**src/logic/fjl_pkg.sv**
```systemverilog
package fjl_pkg;

  // Clock and time base
  localparam int unsigned CLK_HZ        = 20_000_000;
  localparam int unsigned TICK_SEC      = 1;
  localparam int unsigned TICK_CYCLES   = TICK_SEC * CLK_HZ;
  localparam int unsigned SLOT_HOURS    = 36;
  localparam int unsigned SLOT_TICKS    = SLOT_HOURS * 3600 / TICK_SEC;
  localparam int unsigned NUM_SLOTS     = 20;
  localparam int unsigned NUM_LEVELS    = 3;

  // Smoke in 0.1 %/m, temperature in deg, rise in deg per 168 s
  localparam logic [7:0]  SMK_THR_SIMPLE = 8'h28;   // 4.0 %/m
  localparam logic [7:0]  SMK_THR_NORMAL = 8'h32;   // 5.0 %/m
  localparam logic [7:0]  SMK_THR_CLEAN  = 8'h25;   // 3.7 %/m
  localparam logic [7:0]  TMP_THR        = 8'h39;   // 57 deg
  localparam logic [7:0]  RISE_THR       = 8'h12;   // 18 deg
  localparam logic [7:0]  RISE_SCALE     = 8'h0A;   // Rise scaled to 0.1 units
  // Combined score in 0.1 units
  localparam logic [11:0] CMB_THR_NORMAL = 12'h078; // 12
  localparam logic [11:0] CMB_THR_CLEAN  = 12'h064; // 10
  localparam logic [11:0] CMB_THR_COOK   = 12'h08C; // 14
  localparam logic [7:0]  CMB_MIN_SMK    = 8'h19;   // 2.5 %/m
  localparam logic [7:0]  CMB_MIN_RISE   = 8'h03;   // 3 deg
  localparam logic [7:0]  LVL2_RISE      = 8'h0C;   // 12 deg
  localparam logic [11:0] LVL3_CMB       = 12'h064; // 10

  // Pulse counter
  localparam logic [4:0]  CNT_RST        = 5'h00;
  localparam logic [4:0]  CNT_FIRE       = 5'h09;
  localparam logic [4:0]  CNT_MAX        = 5'h1F;
  localparam logic [6:0]  STEP_SMK_UP    = 7'h01;
  localparam logic [6:0]  STEP_TMP_UP    = 7'h03;
  localparam logic [6:0]  STEP_CMB_UP    = 7'h01;
  localparam logic [6:0]  STEP_DOWN      = 7'h02;
  localparam int unsigned SLOT_MARK_MIN  = 3;

  // Register map (word index on the plain port)
  localparam logic [3:0]  REG_CTRL       = 4'h0;
  localparam logic [3:0]  REG_STATUS     = 4'h1;
  localparam logic [3:0]  REG_LEARN      = 4'h2;
  localparam logic [3:0]  REG_MARKS0     = 4'h3;
  localparam int unsigned CTRL_MULTI_BIT = 0;
  localparam int unsigned CTRL_DLY_LSB   = 1;
  localparam int unsigned CTRL_CLR_BIT   = 7;
  localparam logic        MULTI_RST      = 1'b1;
  localparam logic [5:0]  DELAY_RST      = 6'h09;
  localparam logic [5:0]  DELAY_MAX      = 6'h3C;   // 60 s ceiling

  typedef enum logic [4:0] {
    COND_NORMAL  = 5'b00001,
    COND_STEAM   = 5'b00010,
    COND_HEATING = 5'b00100,
    COND_COOKING = 5'b01000,
    COND_CLEAN   = 5'b10000
  } fjl_cond_e;

  typedef enum logic [2:0] {
    JDG_IDLE  = 3'b001,
    JDG_DELAY = 3'b010,
    JDG_ALARM = 3'b100
  } fjl_jdg_e;

  typedef struct packed {
    logic [7:0] smoke;
    logic [7:0] temp;
    logic [7:0] rise;
  } fjl_sense_s;

  typedef struct packed {
    logic [3:0]  addr;
    logic [31:0] wdata;
    logic        wr;
    logic        rd;
  } fjl_bus_s;

endpackage

```
**src/logic/fjl_mark_ring.sv**
```systemverilog
`timescale 1ns/1ps
module fjl_mark_ring (
  input  wire logic        clk,      // Core clock
  input  wire logic        rst_n,    // Synchronised reset, active low
  input  wire logic        event_in, // Level event this cycle
  input  wire logic [4:0]  cur_idx,  // Current slot
  input  wire logic        clr,      // Slot boundary pulse
  input  wire logic [4:0]  nxt_idx,  // Slot about to start
  output logic      [19:0] marks,    // One mark per slot
  output logic             three_up, // Three or more marks
  output logic             any_mark  // At least one mark
);
  import fjl_pkg::*;

  logic [4:0] pop;

  // One flag per slot; a hit in the boundary cycle beats the clear
  genvar i;
  generate
    for (i = 0; i < NUM_SLOTS; i++) begin : g_slot
      always_ff @(posedge clk or negedge rst_n) begin
        if (!rst_n) begin
          marks[i] <= 1'b0;
        end else if (event_in && cur_idx == 5'(i)) begin
          marks[i] <= 1'b1;
        end else if (clr && nxt_idx == 5'(i)) begin
          marks[i] <= 1'b0;
        end
      end
    end
  endgenerate

  // Mark count over the whole learning period
  always_comb begin
    pop = 5'h00;
    for (int k = 0; k < NUM_SLOTS; k++) begin
      pop = pop + {4'h0, marks[k]};
    end
  end

  assign three_up = (pop >= 5'(SLOT_MARK_MIN));
  assign any_mark = |marks;

endmodule // fjl_mark_ring

```
**src/logic/fjl_top.sv**
```systemverilog
`timescale 1ns/1ps
module fjl_top #(
  parameter int unsigned TICK_LEN = fjl_pkg::TICK_CYCLES, // Clocks per second tick
  parameter int unsigned SLOT_LEN = fjl_pkg::SLOT_TICKS   // Ticks per 36 h slot
) (
  input  wire logic                CORE_CLK,   // 20 MHz core clock
  input  wire logic                RSTN,       // Asynchronous reset, active low
  input  wire fjl_pkg::fjl_sense_s SENSE,      // Front end samples
  input  wire fjl_pkg::fjl_bus_s   BUS,        // Register port request
  output logic              [31:0] RD_DATA,    // Read data, cycle after read
  output logic              [4:0]  PULSE_CNT,  // Pulse counter
  output logic                     FIRE_JUDGE, // Counter at nine or above
  output logic                     FIRE_ALARM, // Fire alarm output
  output logic              [4:0]  LEARN_COND, // One-hot learning condition
  output logic              [2:0]  LEVEL_EVT   // Level three..one events
);
  import fjl_pkg::*;

  // Reset release and input synchronisers
  logic       rst_meta;
  logic       rst_n;
  fjl_sense_s sense_meta;
  fjl_sense_s sense;

  always_ff @(posedge CORE_CLK or negedge RSTN) begin
    if (!RSTN) begin
      rst_meta <= 1'b0;
      rst_n    <= 1'b0;
    end else begin
      rst_meta <= 1'b1;
      rst_n    <= rst_meta;
    end
  end

  // Multi-bit samples are assumed to sit still between updates
  always_ff @(posedge CORE_CLK or negedge rst_n) begin
    if (!rst_n) begin
      sense_meta <= '0;
      sense      <= '0;
    end else begin
      sense_meta <= SENSE;
      sense      <= sense_meta;
    end
  end

  // One-second tick from the core clock
  logic [31:0] tick_cnt;
  logic        tick;
  wire         tick_wrap = (tick_cnt == 32'(TICK_LEN - 1));

  always_ff @(posedge CORE_CLK or negedge rst_n) begin
    if (!rst_n) begin
      tick_cnt <= '0;
      tick     <= 1'b0;
    end else begin
      tick_cnt <= tick_wrap ? '0 : tick_cnt + 32'h0000_0001;
      tick     <= tick_wrap;
    end
  end

  // Control register state
  logic       multi;
  logic [5:0] delay_sec;
  logic       alarm_clr;
  fjl_cond_e  cond;

  // Thresholds applied under the present condition
  wire [7:0]  smk_thr = !multi ? SMK_THR_SIMPLE :
                        (cond == COND_CLEAN) ? SMK_THR_CLEAN : SMK_THR_NORMAL;
  wire [11:0] cmb_thr = (cond == COND_CLEAN)   ? CMB_THR_CLEAN :
                        (cond == COND_COOKING) ? CMB_THR_COOK  : CMB_THR_NORMAL;
  wire        rise_on = (cond != COND_HEATING);

  // Combined score twice smoke plus rise, both in 0.1 units
  wire [11:0] rise_x10 = 12'(sense.rise) * 12'(RISE_SCALE);
  wire [11:0] combined_score = {3'h0, sense.smoke, 1'b0} + rise_x10;
  wire        cmb_valid = (sense.smoke >= CMB_MIN_SMK) &&
                          (sense.rise >= CMB_MIN_RISE);

  // Per-cause comparisons
  wire smk_hit  = (sense.smoke >= smk_thr);
  wire tmp_hit  = (sense.temp >= TMP_THR) ||
                  (rise_on && sense.rise >= RISE_THR);
  wire cmb_hit  = cmb_valid && (combined_score >= cmb_thr);

  // Level events feeding the learning engine
  wire lvl1 = (sense.smoke >= {1'b0, smk_thr[7:1]});
  wire lvl2 = (sense.rise >= LVL2_RISE);
  wire lvl3 = cmb_valid && (combined_score >= LVL3_CMB);

  // Step per cause; simple variant counts smoke only
  wire [6:0] d_smk = smk_hit ? STEP_SMK_UP : -STEP_DOWN;
  wire [6:0] d_tmp = !multi ? 7'h00 :
                     tmp_hit ? STEP_TMP_UP : -STEP_DOWN;
  wire [6:0] d_cmb = !multi ? 7'h00 :
                     cmb_hit ? STEP_CMB_UP : -STEP_DOWN;

  // All causes summed in fixed order smoke, temperature, combined
  wire [6:0] cnt_sum = {2'b00, PULSE_CNT} + d_smk + d_tmp + d_cmb;
  wire [4:0] next_cnt = cnt_sum[6] ? CNT_RST :
                        (cnt_sum > {2'b00, CNT_MAX}) ? CNT_MAX : cnt_sum[4:0];

  always_ff @(posedge CORE_CLK or negedge rst_n) begin
    if (!rst_n) begin
      PULSE_CNT <= CNT_RST;
    end else if (tick) begin
      PULSE_CNT <= next_cnt;
    end
  end

  // Fire judgement and alarm sequencing
  fjl_jdg_e   jdg;
  fjl_jdg_e   next_jdg;
  logic [5:0] dly_cnt;
  wire        judge_now = (PULSE_CNT >= CNT_FIRE);
  wire [5:0]  dly_load = (delay_sec > DELAY_MAX) ? DELAY_MAX : delay_sec;

  always_comb begin
    next_jdg = jdg;
    case (jdg)
      JDG_IDLE: begin
        if (judge_now) begin
          next_jdg = (!multi || dly_load == 6'h00) ? JDG_ALARM : JDG_DELAY;
        end
      end
      JDG_DELAY: begin
        if (!judge_now) begin
          next_jdg = JDG_IDLE;
        end else if (tick && dly_cnt <= 6'h01) begin
          next_jdg = JDG_ALARM;
        end
      end
      JDG_ALARM: begin
        if (alarm_clr && !judge_now) begin
          next_jdg = JDG_IDLE;
        end
      end
      default: next_jdg = JDG_IDLE;
    endcase
  end

  // Delay counts whole seconds; alarm latches until software clears it while the counter is below nine
  always_ff @(posedge CORE_CLK or negedge rst_n) begin
    if (!rst_n) begin
      jdg        <= JDG_IDLE;
      dly_cnt    <= 6'h00;
      FIRE_JUDGE <= 1'b0;
      FIRE_ALARM <= 1'b0;
    end else begin
      jdg        <= next_jdg;
      dly_cnt    <= (jdg == JDG_IDLE) ? dly_load :
                    (tick && dly_cnt != 6'h00) ? dly_cnt - 6'h01 : dly_cnt;
      FIRE_JUDGE <= judge_now;
      FIRE_ALARM <= (next_jdg == JDG_ALARM);
    end
  end

  // Slot timing: seconds within slot, slot index, first full period
  logic [31:0] sec_cnt;
  logic [4:0]  slot_idx;
  logic        period_done;
  wire         slot_end = tick && (sec_cnt == 32'(SLOT_LEN - 1));
  wire         last_slot = (slot_idx == 5'(NUM_SLOTS - 1));
  wire [4:0]   next_slot = last_slot ? 5'h00 : slot_idx + 5'h01;

  always_ff @(posedge CORE_CLK or negedge rst_n) begin
    if (!rst_n) begin
      sec_cnt     <= '0;
      slot_idx    <= 5'h00;
      period_done <= 1'b0;
    end else if (tick) begin
      sec_cnt <= slot_end ? '0 : sec_cnt + 32'h0000_0001;
      if (slot_end) begin
        slot_idx <= next_slot;
        if (last_slot) begin
          period_done <= 1'b1;
        end
      end
    end
  end

  // One mark ring per level, only while learning is in use
  logic [2:0]  lvl_vec;
  logic [2:0]  three_up;
  logic [2:0]  any_mark;
  logic [19:0] marks [NUM_LEVELS];

  assign lvl_vec = {lvl3, lvl2, lvl1} & {3{multi}};

  genvar g;
  generate
    for (g = 0; g < NUM_LEVELS; g++) begin : g_lvl
      fjl_mark_ring u_ring (
        .clk      (CORE_CLK),
        .rst_n    (rst_n),
        .event_in (lvl_vec[g]),
        .cur_idx  (slot_idx),
        .clr      (slot_end),
        .nxt_idx  (next_slot),
        .marks    (marks[g]),
        .three_up (three_up[g]),
        .any_mark (any_mark[g])
      );
    end
  endgenerate

  // Condition choice; level conditions outrank clean, cooking first
  fjl_cond_e next_cond;
  assign next_cond = !multi      ? COND_NORMAL  :
                     three_up[2] ? COND_COOKING :
                     three_up[1] ? COND_HEATING :
                     three_up[0] ? COND_STEAM   :
                     (period_done && !(|any_mark)) ? COND_CLEAN :
                     COND_NORMAL;

  always_ff @(posedge CORE_CLK or negedge rst_n) begin
    if (!rst_n) begin
      cond       <= COND_NORMAL;
      LEARN_COND <= COND_NORMAL;
      LEVEL_EVT  <= 3'b000;
    end else begin
      cond       <= next_cond;
      LEARN_COND <= next_cond;
      LEVEL_EVT  <= lvl_vec;
    end
  end

  // Register port decode
  wire wr_ctrl = BUS.wr && (BUS.addr == REG_CTRL);

  always_ff @(posedge CORE_CLK or negedge rst_n) begin
    if (!rst_n) begin
      multi     <= MULTI_RST;
      delay_sec <= DELAY_RST;
      alarm_clr <= 1'b0;
    end else begin
      alarm_clr <= wr_ctrl && BUS.wdata[CTRL_CLR_BIT];
      if (wr_ctrl) begin
        multi     <= BUS.wdata[CTRL_MULTI_BIT];
        delay_sec <= BUS.wdata[CTRL_DLY_LSB +: 6];
      end
    end
  end

  // Read mux; unmapped words read as zero
  logic [31:0] rd_mux;
  always_comb begin
    case (BUS.addr)
      REG_CTRL:         rd_mux = {24'h0000_00, 1'b0, delay_sec, multi};
      REG_STATUS:       rd_mux = {20'h0_0000, LEVEL_EVT, FIRE_ALARM, FIRE_JUDGE, 2'b00,
                                  PULSE_CNT};
      REG_LEARN:        rd_mux = {17'h0_0000, period_done, 1'b0, slot_idx, 3'b000,
                                  cond};
      REG_MARKS0:       rd_mux = {12'h000, marks[0]};
      REG_MARKS0 + 4'h1: rd_mux = {12'h000, marks[1]};
      REG_MARKS0 + 4'h2: rd_mux = {12'h000, marks[2]};
      default:          rd_mux = 32'h0000_0000;
    endcase
  end

  // Read data stands only in the cycle after the read strobe
  always_ff @(posedge CORE_CLK or negedge rst_n) begin
    if (!rst_n) begin
      RD_DATA <= 32'h0000_0000;
    end else begin
      RD_DATA <= BUS.rd ? rd_mux : 32'h0000_0000;
    end
  end

endmodule // fjl_top

```
**config.mk**
```make
export PLATFORM = sky130hd
export DESIGN_NAME = fjl_top
export DESIGN_NICKNAME = d
export VERILOG_FILES = /design/src/logic/fjl_pkg.sv /design/src/logic/fjl_mark_ring.sv /design/src/logic/fjl_top.sv
export SDC_FILE = /design/constraint.sdc
export NUM_CORES = 1
export LEC_CHECK = 0
export BUFFER_PORTS_ARGS = -buffer_cell sky130_fd_sc_hd__buf_2
export CAP_MARGIN = 20
export CORE_ASPECT_RATIO = 0.7
export CORE_UTILIZATION = 35
export CTS_BUF_LIST = sky130_fd_sc_hd__clkbuf_16
export DETAILED_ROUTE_END_ITERATION = 8
export PLACE_DENSITY = 0.49
export SLEW_MARGIN = 30
export SYNTH_ARGS = -nofsm -noshare
export SYNTH_HDL_FRONTEND = slang
export SYNTH_SLANG_ARGS = --single-unit
```
**constraint.sdc**
```tcl
create_clock -name CORE_CLK -period 6.8 [get_ports CORE_CLK]
set_input_delay 1.7 -clock CORE_CLK [delete_from_list [all_inputs] [get_ports CORE_CLK]]
set_output_delay 1.7 -clock CORE_CLK [all_outputs]
set_load 0.02 [all_outputs]
```
==> out/results.txt <==
DRC - 0
Pre-antenna DRT Iters - 6
RSZ-0062 raised after global routing - no
Crit-path cells - ha_1 -> ha_1 -> fa_1 -> xor2_1 -> ha_1 -> or4b_1 -> o2111ai_1 -> ha_1 -> o21ai_0 -> a21oi_1 -> nor4_1 -> buf_4 -> o21ai_0 -> buf_4 -> fa_1 -> inv_1 -> ha_1 -> ha_1 -> a21oi_1 -> o21ai_0 -> xnor2_1 -> nand2_1 -> o22ai_1
Port bufs - 74
Fillers - 3489
Fmax - 164.9 MHz
Initial antenna violation count - 0
Global-route wire length before repair - 54.88 mm
Via Count - 9300
R2R setup slack - 0.74 ns
Synth Cell Area - 12890 um2
RR Startpoint - sense[1]
Commonest cells after routing, fill and taps aside - 227 x dfrtp_1, 139 x inv_1, 86 x nand2_1
Hold_buf cts - 0
Buf/Inv on CP - 3
CTS tree - yes
Vias per Instance - 5.193
Prevailing post-synth register cell - dfrtp_1
Sequential-to-total area share from yosys stat - 45.30%
DR WL/cell - 19.41 um
Crit-path max FO - 7
Final Hold Viols - 0
Seq cells post-synth - 233
Met1 Usage GRT - 32.72%
Critical Path Start Type - flop
Most Frequent Cell on Critical Path - ha_1
Setup Viol. Count Final - 0
CTS resizes - 0
Final min period - 6.064 ns
Vias in the first global route - 9064
Fin crit share - 89.17%
Non-Filler Instances - 1791
Pin count of the biggest net entering global routing - 94
Slowest-stage cell, CP - fa_1
Detail Route Antenna Nets - 0
Critical Path RT - 7.25 ns
Placeable Area - 36070 um2
Worst Hold End - sense[2]
Initial DRC Count - 931
Post-synth EDFFs - 0
Ys Warns - 0
Critical path arrival - 6.51 ns
Setup TNS - 0 ns
Reg2Reg Depth - 23
Rel. slew slack - 28.15%
Crit end category - flop
Top Ports - 111
Syn_area_per_cell - 10.65 um2
# diodes - 0
GR Overflow Total - 0
CTS max path bufs - 3
Critical path type - reg2reg
Max Cap Violations - 0
Gr usage total - 19.14%
Total chip power - 3369 uW
Clk_lat worst skew - 0.54 ns
DP HPWL - 25.95 mm
Site Rows - 58
CP max stage delay - 0.61 ns
CTS root buf - clkbuf_16
Horiz. Die Dim - 231.3 um
GRT busiest layer - met1
Reg clk slew, reported paths - 0.06 ns
Hold Crit Depth - 0
Skew final - 0.01410 ns
Commonest non-fill, non-tap cell in the layout - dfrtp_1
Max VDD drop - 164.3 uV
GR Util met2 - 23.23%
Post-synth ARST share - 100.0%
Pwr Density - 228.6 nW/um2
Crit Reg-Reg Endpoint - PULSE_CNT[2]
Leak pwr - 0.006915 uW
Layout cell share with drive strength beyond 1 - 12.36%
Die Y-Extent - 162.5 um
Worst hold path class - reg2reg
Final net count - 1488
Post CTS Setup Buffer Count - 0
Slew @ Worst Pin - 1.078 ns
CTS H-Tree Depth - 1
# placed instances - 1746
Mapped Cells - 1210
Initial core utilization - 35.73%
DRT Wirelength - 34.77 mm
TritonCTS Sinks - 233
Worst Hold Launch - sense_meta[2]
GPL Wtd Cong - 0.8548
Final max-slew violation count - 0
CTS buffer count - 25
Largest delay share family, worst path - adder cells
Die ar. - 37600 um2
Met3 Track Usage GR - 4.132%
Status - finished, final reports clean
Cell variety after synth - 72
Layout overhead on the synthesized area - 14.36%
[per-layer routing]
metal / share of wire (%) / wire [um]
met5: 0 / 0
met4: 1.6 / 563
met3: 7.9 / 2740
met2: 36 / 12620
met1: 54 / 18840
[cells by family (layout without fill, tap and decap cells)]
group / count (synthesis) / in the layout / synth area share (%)
xor+xnor: 76 / 76 / 5.166
other cells: 2 / 13 / 0.05828
mux: 18 / 18 / 1.486
simple gates: 368 / 368 / 14.69
flops: 233 / 233 / 45.30
buf+inv: 179 / 269 / 5.622
compound gates: 203 / 203 / 11.93
fa+ha+maj: 131 / 131 / 15.75
[cell usage after synthesis (6+ instances only)]
| cell | n | area, um2 |
|---|---|---|
| dfrtp_1 | 228 | 5705 |
| inv_1 | 136 | 510.5 |
| nand2_1 | 86 | 322.8 |
| nor2_1 | 86 | 322.8 |
| ha_1 | 79 | 988.5 |
| fa_1 | 52 | 1041 |
| xnor2_1 | 44 | 385.4 |
| nand3_1 | 43 | 215.2 |
| a22o_1 | 32 | 280.3 |
| xor2_1 | 32 | 280.3 |
| o21ai_0 | 31 | 155.2 |
| a21oi_1 | 27 | 135.1 |
| nor3_1 | 26 | 130.1 |
| nor4_1 | 26 | 162.7 |
| o2bb2ai_1 | 24 | 210.2 |
| clkbuf_1 | 22 | 82.58 |
| nand2b_1 | 17 | 106.4 |
| and3_1 | 15 | 93.84 |
| nand4_1 | 15 | 93.84 |
| a222oi_1 | 14 | 140.1 |
| a22oi_1 | 12 | 90.09 |
| buf_4 | 12 | 90.09 |
| a21o_1 | 9 | 67.56 |
| mux2_2 | 9 | 101.4 |
| mux2i_1 | 9 | 90.09 |
| nor2b_1 | 8 | 50.05 |
| nor4b_1 | 8 | 70.07 |
| o22ai_1 | 7 | 43.79 |
| o31ai_1 | 7 | 52.55 |
| a221oi_1 | 6 | 52.55 |
| buf_2 | 6 | 30.03 |
[through the flow]
step	hold WS [ns]	util (%)	worst slack, ns	instance area (um2)
floorplan	0.3311	-	1.244	12930
global placement	0.3323	38.31	0.8356	13820
detailed placement	0.3347	38.40	0.8234	13850
CTS	0.3472	40.86	0.7516	14740
global route	0.3566	40.86	0.3779	14740
finish	0.3404	40.86	0.7365	14740
[state kept, by name, summed over array words and instances (netlist names)]
register and cells:
delay_sec 6, PULSE_CNT 5, jdg 3, multi 1
rst_n 1, FIRE_ALARM 1, cond 5, slot_idx 5
sense_meta 24, LEVEL_EVT 3, sense 24, sec_cnt 32
g_lvl.u_ring.marks 60, period_done 1, FIRE_JUDGE 1, RD_DATA 20
dly_cnt 6, alarm_clr 1, tick_cnt 32, rst_meta 1
tick 1
[where the power goes]
part | switching (uW) | internal, uW
combinational | 249 | 160
sequential | 47.1 | 1420
clock | 593 | 900
[how the worst max path moves through the flow]
stage | from | to | slack (ns) | depth (start not counted)
6_report | sense[1] | PULSE_CNT[2] | 0.74 | 23
5_1_grt | sense[1] | PULSE_CNT[4] | 0.38 | 23
4_1_cts | sense[1] | PULSE_CNT[2] | 0.75 | 23
3_5_place_dp | sense[1] | PULSE_CNT[4] | 0.82 | 23
3_3_place_gp | sense[1] | PULSE_CNT[1] | 0.84 | 23
2_1_floorplan | sense[1] | PULSE_CNT[0] | 1.24 | 21
[cell type report]
type | count | area (um2) | area share (%)
Clock buffer | 25 | 625.6 | 4.245
Clock inverter | 20 | 262.8 | 1.783
Inverter | 137 | 514.2 | 3.490
Multi-Input combinational cell | 809 | 6392 | 43.38
Sequential cell | 233 | 5841 | 39.63
Tap cell | 480 | 600.6 | 4.075
Timing Repair Buffer | 87 | 500.5 | 3.396
(Power assumes the default switching activity.)
